<file path="src/common/fxf_consts.vh">
`ifndef FXF_CONSTS_VH
`define FXF_CONSTS_VH
// Operation classes presented on op_class_i (one-hot)
`define FXF_OPW          12
`define FXF_OP_NONE      12'h001
`define FXF_OP_FMUL      12'h002
`define FXF_OP_XMUL      12'h004
`define FXF_OP_FADDSUB   12'h008
`define FXF_OP_XADDSUB   12'h010
`define FXF_OP_DIV       12'h020
`define FXF_OP_SQRT      12'h040
`define FXF_OP_CMP       12'h080
`define FXF_OP_CVT_INT   12'h100
`define FXF_OP_WRAP      12'h200
`define FXF_OP_UNWRAP    12'h400
`define FXF_OP_LOGIC     12'h800
// Operand classes (one-hot)
`define FXF_CLW          6
`define FXF_CL_ZERO      6'h01
`define FXF_CL_DENORMAL_VALUE      6'h02
`define FXF_CL_NORM      6'h04
`define FXF_CL_INF       6'h08
`define FXF_CL_NAN       6'h10
`define FXF_CL_NONE      6'h20
// Field positions in the flag vector
`define FXF_F_OVF        0
`define FXF_F_UNF        1
`define FXF_F_INX        2
`define FXF_F_INV        3
`define FXF_FLAGS_RST    4'h0
`define FXF_NAN_ALL1     32'h7FFFFFFF
`define FXF_INF_MAG      32'h7F800000
`endif

</file>
<file path="src/rtl/fxf_exception_flags.v">
// Function
// - Normal over zero: overflow, invalid, signed infinity
// - Flags register with result, hold one cycle
// - Denormal multiplier operand: flag next cycle
// - Denormal flag both modes; not zero/inf/nan
// - Standard divide denormal: underflow, invalid, inexact tells
// - Flush divide denormal: invalid only, all-ones NaN
// - Invalid result is all-ones NaN except passes and divide by zero
// - Invalid: NaN, inf times zero, inf minus inf, convert
// - Invalid: 0/0, inf/inf, flush inf*denormal, negative root
// - Wrap nonzero normal invalid; wrap zero underflow
// - Overflow when rounded result exceeds largest normal
// - Compare: A greater overflow, A less underflow
// - Overflow on fixed add overflow or exponent subtract
// - Multiplier overflow low in fixed-point mode
// - Underflow judged after rounding, except conversion, downshift
// - Multiplier underflow tiny nonzero product, both modes
// - Flush ALU underflow tiny nonzero result, zero out
// - Standard ALU underflow only inexact denormal
// - Standard divide: tiny quotient underflows, wrapped
// - Underflow: int conversion below one, lossy unwrap
// - Underflow: exponent too negative, shift all out
// - Fixed multiply inexact when low product half nonzero
`timescale 1ns/100ps
`include "fxf_consts.vh"
module fxf_exception_flags
(
  input  wire                  clk_i,
  input  wire                  reset_i,
  input  wire                  flush_mode_i,       // High selects flush mode, low standard mode
  input  wire [`FXF_OPW-1:0]   op_class_i,         // One-hot operation now finishing
  input  wire                  result_load_i,      // Result enters output register this edge
  input  wire [31:0]           operand_a_i,
  input  wire [31:0]           operand_b_i,
  input  wire                  operand_read_controls_i, // Operand pair read into multiplier array
  input  wire                  round_overflow_i,   // Datapath: rounded unbounded result above largest normal
  input  wire                  round_tiny_i,       // Datapath: rounded nonzero result below smallest normal
  input  wire                  round_inexact_i,    // Datapath: rounding lost accuracy
  input  wire                  result_denormal_i,  // Datapath: rounded result is a denormal
  input  wire                  fix_overflow_i,     // Fixed add/sub twos-complement overflow
  input  wire                  exp_sub_high_i,     // Exponent subtract too positive
  input  wire                  exp_sub_low_i,      // Exponent subtract too negative
  input  wire                  shift_all_out_i,    // Logical downshift loses every bit
  input  wire                  pre_round_below_one_i, // Float-to-int source magnitude below one
  input  wire                  unwrap_lossy_i,     // Unwrap lost accuracy
  input  wire                  subtract_i,         // Effective subtract on add/sub path
  input  wire                  sign_copy_i,        // Sign copy onto NaN, not an invalid case
  input  wire                  logic_pass_i,       // Logical pass of a NaN
  input  wire [63:0]           fix_product_i,      // Full pre-rounded fixed-point product
  input  wire [31:0]           datapath_result_i,  // Normal datapath result
  output reg                   overflow_flag_o,
  output reg                   underflow_flag_o,
  output reg                   inexact_flag_o,
  output reg                   invalid_op_flag_o,
  output reg                   denormal_input_flag_o,
  output reg  [31:0]           result_o
);
  wire [`FXF_CLW-1:0] cls_a;
  wire [`FXF_CLW-1:0] cls_b;
  wire                sgn_a;
  wire                sgn_b;

  // One classifier per operand
  fxf_operand_class u_cls_a
  (
    .value_i   (operand_a_i),
    .present_i (1'b1),
    .class_o   (cls_a),
    .sign_o    (sgn_a)
  );

  fxf_operand_class u_cls_b
  (
    .value_i   (operand_b_i),
    .present_i (1'b1),
    .class_o   (cls_b),
    .sign_o    (sgn_b)
  );

  wire a_zero = (cls_a == `FXF_CL_ZERO);
  wire b_zero = (cls_b == `FXF_CL_ZERO);
  wire a_dn   = (cls_a == `FXF_CL_DENORMAL_VALUE);
  wire b_dn   = (cls_b == `FXF_CL_DENORMAL_VALUE);
  wire a_inf  = (cls_a == `FXF_CL_INF);
  wire b_inf  = (cls_b == `FXF_CL_INF);
  wire a_nan  = (cls_a == `FXF_CL_NAN);
  wire b_nan  = (cls_b == `FXF_CL_NAN);
  wire a_fin  = ~a_inf & ~a_nan;
  wire any_nan = a_nan | b_nan;

  wire op_fmul = (op_class_i == `FXF_OP_FMUL);
  wire op_xmul = (op_class_i == `FXF_OP_XMUL);
  wire op_fadd = (op_class_i == `FXF_OP_FADDSUB);
  wire op_xadd = (op_class_i == `FXF_OP_XADDSUB);
  wire op_div  = (op_class_i == `FXF_OP_DIV);
  wire op_sqrt = (op_class_i == `FXF_OP_SQRT);
  wire op_cmp  = (op_class_i == `FXF_OP_CMP);
  wire op_cvt  = (op_class_i == `FXF_OP_CVT_INT);
  wire op_wrap = (op_class_i == `FXF_OP_WRAP);
  wire op_unwr = (op_class_i == `FXF_OP_UNWRAP);
  wire op_log  = (op_class_i == `FXF_OP_LOGIC);

  // Comparison ordering on magnitude with sign; zeros compare equal regardless of sign
  wire a_is_z     = a_zero;
  wire b_is_z     = b_zero;
  wire both_z     = a_is_z & b_is_z;
  wire a_mag_gt   = (operand_a_i[30:0] > operand_b_i[30:0]);
  wire a_mag_lt   = (operand_a_i[30:0] < operand_b_i[30:0]);
  reg  cmp_gt;
  reg  cmp_lt;

  // Signed ordering of two non-NaN operands
  always @*
  begin
    cmp_gt = 1'b0;
    cmp_lt = 1'b0;
    if (!both_z)
    begin
      if (sgn_a != sgn_b)
      begin
        cmp_gt = ~sgn_a | (b_is_z & ~a_is_z & 1'b0);
        cmp_lt = sgn_a;
        if (a_is_z)
        begin
          cmp_gt = sgn_b;
          cmp_lt = ~sgn_b;
        end
        else if (b_is_z)
        begin
          cmp_gt = ~sgn_a;
          cmp_lt = sgn_a;
        end
      end
      else
      begin
        cmp_gt = sgn_a ? a_mag_lt : a_mag_gt;
        cmp_lt = sgn_a ? a_mag_gt : a_mag_lt;
      end
    end
  end

  // Denormal operands reaching divide or root
  wire dn_in     = a_dn | b_dn;
  wire dn_divsqr = (op_div & dn_in) | (op_sqrt & a_dn);
  wire div_by_0  = op_div & b_zero & a_fin & ~a_zero & ~a_dn & ~b_nan;

  // Invalid sources, combined per operation
  wire inv_nan   = any_nan & ~op_log & ~logic_pass_i & ~sign_copy_i;
  wire inv_mul   = op_fmul & ((a_inf & b_zero) | (b_inf & a_zero) |
                              (flush_mode_i & ((a_inf & b_dn) | (b_inf & a_dn))));
  wire inv_add   = op_fadd & a_inf & b_inf & ((sgn_a == sgn_b) == subtract_i);
  wire inv_cvt   = op_cvt & (a_inf | a_nan);
  wire inv_div   = op_div & ((a_zero & b_zero) | (a_inf & b_inf));
  wire inv_sqrt  = op_sqrt & sgn_a & ~a_zero & ~a_nan;
  wire inv_wrap  = op_wrap & ~a_dn & ~a_zero;
  wire inv_any   = inv_nan | inv_mul | inv_add | inv_cvt | inv_div | inv_sqrt |
                   inv_wrap | div_by_0 | dn_divsqr;

  // Next-flag decode
  reg       ovf_d;
  reg       unf_d;
  reg       inx_d;
  reg [31:0] res_d;

  // Each flag is built per operation, then special results override the datapath value
  always @*
  begin
    ovf_d = 1'b0;
    unf_d = 1'b0;
    inx_d = 1'b0;
    res_d = datapath_result_i;
    if (op_cmp)
    begin
      if (!any_nan)
      begin
        ovf_d = cmp_gt;
        unf_d = cmp_lt;
      end
    end
    else if (op_xmul)
    begin
      ovf_d = 1'b0;
      inx_d = (fix_product_i[31:0] != 32'h00000000);
    end
    else if (op_xadd)
      ovf_d = fix_overflow_i;
    else if (op_log)
      unf_d = shift_all_out_i;
    else if (op_wrap)
      unf_d = a_zero;
    else if (op_unwr)
      unf_d = unwrap_lossy_i;
    else if (op_cvt)
    begin
      ovf_d = round_overflow_i;
      unf_d = pre_round_below_one_i;
      inx_d = round_inexact_i;
    end
    else if (dn_divsqr)
    begin
      unf_d = ~flush_mode_i;
      inx_d = ~flush_mode_i & op_div & a_dn & ~b_dn;
    end
    else if (div_by_0)
      ovf_d = 1'b1;
    else if (!inv_any)
    begin
      ovf_d = round_overflow_i | exp_sub_high_i;
      inx_d = round_inexact_i;
      if (op_fmul)
        unf_d = round_tiny_i;
      else if (flush_mode_i)
        unf_d = round_tiny_i;
      else if (op_div)
        unf_d = round_tiny_i;
      else
        unf_d = result_denormal_i & round_inexact_i;
      unf_d = unf_d | exp_sub_low_i;
      // Flush mode has no denormal form, so a tiny result leaves as a signed zero
      if (flush_mode_i && round_tiny_i)
        res_d = {datapath_result_i[31], 31'h00000000};
    end
    // Special results
    if (div_by_0)
      res_d = {sgn_a ^ sgn_b, 31'h00000000} | `FXF_INF_MAG;
    else if (inv_any && !(a_nan && (op_log || logic_pass_i || sign_copy_i)))
      res_d = {sgn_a ^ sgn_b, 31'h00000000} | `FXF_NAN_ALL1;
  end

  // Early denormal flag for multiplier reads; zero, infinity and NaN partners need no wrap
  wire dn_mul_d = operand_read_controls_i & (a_dn | b_dn) &
                  ~(a_zero | b_zero | a_inf | b_inf | a_nan | b_nan);

  // Denormal flag goes high the cycle after the read, independent of mode
  always @(posedge clk_i or posedge reset_i)
  begin
    if (reset_i)
      denormal_input_flag_o <= 1'b0;
    else
      denormal_input_flag_o <= dn_mul_d;
  end

  // Status output register loads with the result; flags last one cycle, sticky latching is outside
  always @(posedge clk_i or posedge reset_i)
  begin
    if (reset_i)
    begin
      overflow_flag_o   <= 1'b0;
      underflow_flag_o  <= 1'b0;
      inexact_flag_o    <= 1'b0;
      invalid_op_flag_o <= 1'b0;
      result_o          <= 32'h00000000;
    end
    else if (result_load_i)
    begin
      overflow_flag_o   <= ovf_d;
      underflow_flag_o  <= unf_d;
      inexact_flag_o    <= inx_d;
      invalid_op_flag_o <= inv_any;
      result_o          <= res_d;
    end
    else
    begin
      overflow_flag_o   <= 1'b0;
      underflow_flag_o  <= 1'b0;
      inexact_flag_o    <= 1'b0;
      invalid_op_flag_o <= 1'b0;
    end
  end
endmodule // fxf_exception_flags

</file>
<file path="src/rtl/fxf_operand_class.v">
`timescale 1ns/100ps
`include "fxf_consts.vh"
// Classifies one single-precision operand
module fxf_operand_class
(
  input  wire [31:0]           value_i,
  input  wire                  present_i,
  output reg  [`FXF_CLW-1:0]   class_o,
  output wire                  sign_o
);
  wire [7:0]  exp_w  = value_i[30:23];
  wire [22:0] frac_w = value_i[22:0];

  assign sign_o = value_i[31];

  // Exponent extremes decide the class; absent operands stay out of every test
  always @*
  begin
    if (!present_i)
      class_o = `FXF_CL_NONE;
    else if (exp_w == 8'hFF)
      class_o = (frac_w == 23'h000000) ? `FXF_CL_INF : `FXF_CL_NAN;
    else if (exp_w == 8'h00)
      class_o = (frac_w == 23'h000000) ? `FXF_CL_ZERO : `FXF_CL_DENORMAL_VALUE;
    else
      class_o = `FXF_CL_NORM;
  end
endmodule // fxf_operand_class

</file>
<file path="config.mk">
export PLATFORM = sky130hd
export DESIGN_NAME = fxf_exception_flags
export DESIGN_NICKNAME = d
export VERILOG_FILES = /design/src/rtl/fxf_exception_flags.v /design/src/rtl/fxf_operand_class.v
export VERILOG_INCLUDE_DIRS = /design/src /design/src/common
export SDC_FILE = /design/constraint.sdc
export NUM_CORES = 1
export LEC_CHECK = 0
export ABC_AREA = 1
export BUFFER_PORTS_ARGS = -buffer_cell sky130_fd_sc_hd__buf_2
export CORE_ASPECT_RATIO = 0.7
export CORE_UTILIZATION = 36
export CTS_BUF_LIST = sky130_fd_sc_hd__clkbuf_4 sky130_fd_sc_hd__clkbuf_8
export DETAILED_ROUTE_END_ITERATION = 8
export PLACE_DENSITY = 0.68
export SLEW_MARGIN = 0
export SYNTH_ARGS = -nofsm -noshare
export SYNTH_HDL_FRONTEND = slang
export SYNTH_HIERARCHICAL = 1
export SYNTH_SLANG_ARGS = --single-unit
</file>
<file path="constraint.sdc">
create_clock -name clk_i -period 2.9 [get_ports clk_i]
set_input_delay 0.58 -clock clk_i [delete_from_list [all_inputs] [get_ports clk_i]]
set_output_delay 0.58 -clock clk_i [all_outputs]
set_load 0.05 [all_outputs]
</file>
# Word level (Yosys, flattened, before mapping)
# Cells that the tools add are included.
op_classes:
  magnitude_cmp: 2
  n_eq_ne: 24
  muxes: 77
  bitwise_logic: 72
  reduce_logical: 11
op_table:
  columns: ["cell", "n"]
  rows:
  - ["$mux W31", 10]
  - ["$mux W32", 2]
  - ["$mux W1", 57]
  - ["$logic_not A23 Y1", 2]
  - ["$and A1 B1 Y1", 35]
  - ["$reduce_bool A32 Y1", 1]
  - ["$gt A31 B31 Y1", 1]
  - ["$lt A31 B31 Y1", 1]
  - ["$mux W6", 4]
  - ["$or A1 B1 Y1", 23]
  - ["$eq A8 B8 Y1 const B", 2]
  - ["$logic_not A8 Y1", 2]
  - ["$not A1 Y1", 13]
  - ["$eq A12 B10 Y1 const B", 1]
  - ["$eq A12 B11 Y1 const B", 1]
  - ["$eq A12 B12 Y1 const B", 1]
  - ["$eq A12 B2 Y1 const B", 1]
  - ["$eq A12 B3 Y1 const B", 1]
  - ["$eq A12 B4 Y1 const B", 1]
  - ["$eq A12 B5 Y1 const B", 1]
  - ["$eq A12 B6 Y1 const B", 1]
  - ["$eq A12 B7 Y1 const B", 1]
  - ["$eq A12 B8 Y1 const B", 1]
  - ["$eq A12 B9 Y1 const B", 1]
  - ["12 further kinds", 22]
totals:
  reg_bits: 37
  inputBits: 190
  out_inout_bits: 37
  elab_cells: 192

# Depth between registers and ports, before layout
logic_depth:
  word_depth: 40
  depth_mapped: 23
  ltp_nobuf: 23

# Cells and area by module
# The synthesis kept the hierarchy.
by_module_without_submodules:
  columns: ["mod", "n_inst", "cells_per_inst", "area_per_inst_um2", "seq_area_each_um2"]
  rows:
  - ["fxf_exception_flags", 1, 501, 3445.8, 925.9]
  - ["fxf_operand_class", 2, 51, 244.0, 0.0]

# Least setup slack after synthesis
# OpenSTA, ideal clock, no wires.
synth_timing:
  path_type: "input port to flip-flop"
  startpoint: "input port operand_a_i[15]"
  endpoint: "register result_o[0]"
  setup_ns: 0.120
  t_arrival_ns: 2.417
  required_ns: 2.780
  setup_slack_ns: 0.363
  cell_stages: 18
  n_path_buf: 1
  path_cell_list: "nor2_1 -> nand2_1 -> nor2_2 -> nand3_2 -> nor2_1 -> inv_1 -> nor2_1 -> nand3_1 -> nand2_1 -> nor2_1 -> nand2_4 -> nand2_2 -> nor2_4 -> nand3_4 -> nand3b_4 -> nand3_4 -> buf_8 -> o21ai_2"
synth_between:
  elab_chain_len: 29
  elab_cells_between_ends: 70
  cone_classes: "eq/ne: 4; mux: 15; bitwise: 47; reduce/logical: 4"
synth_lines:
  columns: ["element", "line", "text"]
  rows:
  - ["start: declaration", "fxf_exception_flags.v:33", "input wire [31:0] operand_a_i,"]
  - ["$logic_not A23 Y1 (*)", "fxf_operand_class.v:24", "class_o = (frac_w == 23'h000000) ? `FXF_CL_ZERO : `FXF_CL_DENORMAL_VALUE;"]
  - ["$mux W2 (no line) (*)", null, null]
  - ["$mux W6 (*)", "fxf_operand_class.v:23", "else if (exp_w == 8'h00)"]
  - ["$mux W6 (*)", "fxf_operand_class.v:21", "else if (exp_w == 8'hFF)"]
  - ["named net cls_a[0]", "fxf_exception_flags.v:58", "wire [`FXF_CLW-1:0] cls_a;"]
  - ["$eq A6 B4 Y1 (no line) or $eq A6 B2 Y1 (tied branches)", null, null]
  - ["$and A1 B1 Y1", "fxf_exception_flags.v:150", "(flush_mode_i & ((a_inf & b_dn) | (b_inf & a_dn))));"]
  - ["$or A1 B1 Y1", "fxf_exception_flags.v:150", null]
  - ["[... 14 more ...]", null, null]
  - ["$mux W31", "fxf_exception_flags.v:191", "else if (op_unwr)"]
  - ["$mux W31", "fxf_exception_flags.v:189", "else if (op_wrap)"]
  - ["$mux W31", "fxf_exception_flags.v:187", "else if (op_log)"]
  - ["$mux W31", "fxf_exception_flags.v:185", "else if (op_xadd)"]
  - ["$mux W31", "fxf_exception_flags.v:180", "else if (op_xmul)"]
  - ["$mux W31", "fxf_exception_flags.v:172", "if (op_cmp)"]
  - ["$mux W32", "fxf_exception_flags.v:226", "else if (inv_any && !(a_nan && (op_log || logic_pass_i || sign_copy_i)))"]
  - ["$mux W32 (*)", "fxf_exception_flags.v:224", "if (div_by_0)"]
  - ["end signal: assignment", "fxf_exception_flags.v:260", "result_o <= res_d;"]
  - ["end: declaration", "fxf_exception_flags.v:56", "output reg [31:0] result_o"]
# Mark *: on every way through the listed nets, which the timed path passes. The rest lies on a longest branch.
# A chain may end at the register's enable or synchronous reset.

# Worst setup path in the final report
layout_timing:
  startpoint: "input port operand_a_i[30]"
  endpoint: "register result_o[6]"
layout_between:
  elab_chain_len: 28
  elab_cells_between_ends: 69
  cone_classes: "eq/ne: 5; mux: 13; bitwise: 47; reduce/logical: 4"
layout_lines:
  columns: ["element", "line"]
  rows:
  - ["$logic_not A8 Y1", "fxf_operand_class.v:23"]
  - ["$mux W6", "fxf_operand_class.v:23"]
  - ["$mux W6 (*)", "fxf_operand_class.v:21"]
  - ["named net cls_a[1]", "fxf_exception_flags.v:58"]
  - ["$eq A6 B4 Y1 (no line) or $eq A6 B2 Y1 (tied branches)", null]
  - ["$and A1 B1 Y1", "fxf_exception_flags.v:150"]
  - ["$or A1 B1 Y1", "fxf_exception_flags.v:150"]
  - ["$and A1 B1 Y1", "fxf_exception_flags.v:150"]
  - ["[... 13 more ...]", null]
  - ["$mux W31", "fxf_exception_flags.v:191"]
  - ["$mux W31", "fxf_exception_flags.v:189"]
  - ["$mux W31", "fxf_exception_flags.v:187"]
  - ["$mux W31", "fxf_exception_flags.v:185"]
  - ["$mux W31", "fxf_exception_flags.v:180"]
  - ["$mux W31", "fxf_exception_flags.v:172"]
  - ["$mux W32", "fxf_exception_flags.v:226"]
  - ["$mux W32 (*)", "fxf_exception_flags.v:224"]
# Marks and branches as above.

==> metrics.cfg <==
[run_status]
status=complete, no violations

[finish]
area_delta_synth_final_pct=40.1
post_route_cells_drive_above_1_share=0.387
n_antenna_cell=0
final_util=0.526
nets=1063

[power]
vdd_drop_max_uv=208
leakage_nw=3.16
finalPower_mw=1.78
power_density_nw_per_um2=322

[placed_design]
place.port_buffers=194
gp_congestion=0.875
dp_hpwl_um=9570

[setup_path]
path_buf_inv=4
required_ns=3.09
crit_family=simple AND/OR/NAND/NOR gates
end_kind=flop
slowest_stage=nor2_2
path_max_fanout=22
crit_chain=buf_2 > nor2_1 > nand2_1 > nor2_2 > nand3_1 > nor2_2 > inv_1 > nor2_1 > nand3_2 > nand4_1 > nand3_1 > nor2_4 > nand3_4 > nand2_1 > inv_2 > buf_12 > nor2_1 > o21ai_2
path_class=primary input to flop
cpPeakStageDelay_ns=0.20
crit_top_cell=nor2_1
critPathArrivalTime_ns=2.79
start_kind=primary input

[timing]
clock_skew_ns=0
post-route-period-util=0.898
maxSlewViolCount=0
relSlewSlack=0.660
rsz0062_at_grt=no
setup_violations=0
worst_slew_pin_slew_ns=0.505
hold_viol_final=0
layout_min_cycle_time_ns=2.60
max_freq_mhz=384

[clocking]
cts_buffers=5
post_cts_buffers=0
cts.sinks=37
root_buffer=clkbuf_8
cts_max_level=2
cts-resized-gates=0
postCtsHoldBufs=0
insertion_delay_ns=0.29
clk_pin_slew_ns=0.08
cts_tree=done
clockBufferDepth=2

[logic_synthesis]
synth_ff_type=dfrtp_1
postSynthCellCount=603
seq_area_frac_synth=0.235
postSynth.asyncResetShare=1.00
yosys_warnings=6
synth_edf_count=0
synthDistinctLibCells=38
synth-seq-cells=37
yosys.area.top_type=dfrtp_1
synth_area_per_cell_sq_um=6.52
synth_area_leaders=dfrtp_1 24%, nand2_1 14%, nor2_1 10%
synth_top_area_frac=0.235
synthesis.area_sq_um=3930

[grt]
overflow=0
use_met3=0.0269
grt.busiest_layer=met2
grt_max_degree=38
grt_usage=0.195
grt_use_met2=0.316
grtUsageMet1=0.277
grt_pass1_wl_um=18000
grt_pass1_vias=4013
antenna_found_initial=0

[route]
drtIter0Drc=218
ant_nets=0
drc=0
vias_per_cell=4.52
via_count=4406
wl_per_cell_um=11.2
wl_um=11000
drtPass1Iterations=5

[die]
io_pins=227
fp.dieH_um=89.5
core_area_sq_um=10500
initial_core_util=0.376
die-area_sq_um=11400
die_w_um=127
std_cell_rows=31

[hold_path]
hold_class=primary input to asynchronous set/reset pin

[run]
maxCapViolations=0

## flip-flops by register name (all words and copies together), names as in the netlist
name	flops
denormal_input_flag_o	1
overflow_flag_o	1
underflow_flag_o	1
invalid_op_flag_o	1
result_o	32
inexact_flag_o	1
## worst paths after layout
path | start | end | slack, ns | cells past startpoint
max reg2reg | result_o[7] | result_o[7] | 2.26 | 2
min in group clk_i | result_o[1] | result_o[1] | 0.48 | 2
min | reset_i | result_o[13] | 0.38 | 3
max in group asynchronous | reset_i | result_o[27] | 2.18 | 3
min reg2reg | result_o[1] | result_o[1] | 0.48 | 2
max | operand_a_i[30] | result_o[6] | 0.30 | 18
## through the flow
stage / TNS [ns] / std cells / cell area [sq um] / hold slack (ns) / setup WS (ns)
2_1_floorplan: 0 / 608 / 3950 / 0.718 / 0.363
3_3_place_gp: -0.464 / 967 / 5360 / 0.459 / -0.0292
3_5_place_dp: -0.987 / 967 / 5360 / 0.464 / -0.0736
4_1_cts: 0 / 975 / 5500 / 0.393 / 0.245
5_1_grt: 0 / 975 / 5510 / 0.421 / 0.00402
6_report: 0 / 975 / 5510 / 0.377 / 0.296
## cell usage in the layout, fill, tap and decap left out, drive strengths merged, types with 2 or more instances in the layout
cell	instances
buf	236
nand2	162
nor2	141
inv	87
dfrtp	37
o21ai	33
ha	31
nand3	31
a21oi	27
nand4	13
nor4	12
conb	6
nor3	5
clkbuf	5
bufinv	4
clkinv	3
a21o	2
nand3b	2
## Yosys cell counts, types with 2 or more instances
| library cell | n |
|---|---|
| nor4_1 | 11 |
| buf_2 | 2 |
| nor2_2 | 21 |
| clkinv_1 | 3 |
| nand2_2 | 8 |
| nand3_1 | 25 |
| o21ai_2 | 20 |
| bufinv_8 | 2 |
| nand2_4 | 4 |
| buf_8 | 2 |
| a21o_1 | 2 |
| o21ai_0 | 12 |
| dfrtp_1 | 37 |
| nand2_1 | 150 |
| nand3_4 | 2 |
| buf_4 | 2 |
| nor2_1 | 110 |
| nand3_2 | 4 |
| clkbuf_1 | 3 |
| nand4_1 | 13 |
| ha_1 | 31 |
| nor2_8 | 2 |
| a21oi_1 | 27 |
| nor2_4 | 8 |
| inv_2 | 5 |
| nor3_1 | 5 |
| inv_1 | 81 |
## final cells by class
class / instances / area, sq um
flip-flops and latches: 37 / 926
repair buffers: 236 / 1310
fillers: 1094 / 4960
multi-input cells: 471 / 2600
clock inverters: 3 / 68.8
inverters: 91 / 369
well taps: 132 / 165
clock buffers: 5 / 68.8
## kinds of logic after synthesis
group                      after synthesis  share of synthesized area
AOI/OAI and AO/OA                       65                      0.105
DFF                                     37                      0.235
buffers and inverters                  100                      0.111
other                                    1                   0.000953
and+or+nand+nor                        369                      0.449
adders and majority gates               31                     0.0986
## where the power goes
group / switching [mW] / internal, mW
combinational: 0.410 / 0.242
sequential: 0.0207 / 0.560
clock: 0.197 / 0.346
total: 0.627 / 1.15
## worst reg2reg max path, stage by stage (launching register included)
cell and delay (ns):
dfrtp_1 0.38, nand2_1 0.06, o21ai_0 0.08
## layer usage
| layer | vias to the layer above | part of all wire |
|---|---|---|
| li1 | 2380 | - |
| met1 | 1925 | 0.51 |
| met2 | 91 | 0.44 |
| met3 | 10 | 0.046 |
| met4 | 0 | 0.011 |
| met5 | - | 0 |
No activity file was read; power rests on OpenSTA's default activity.
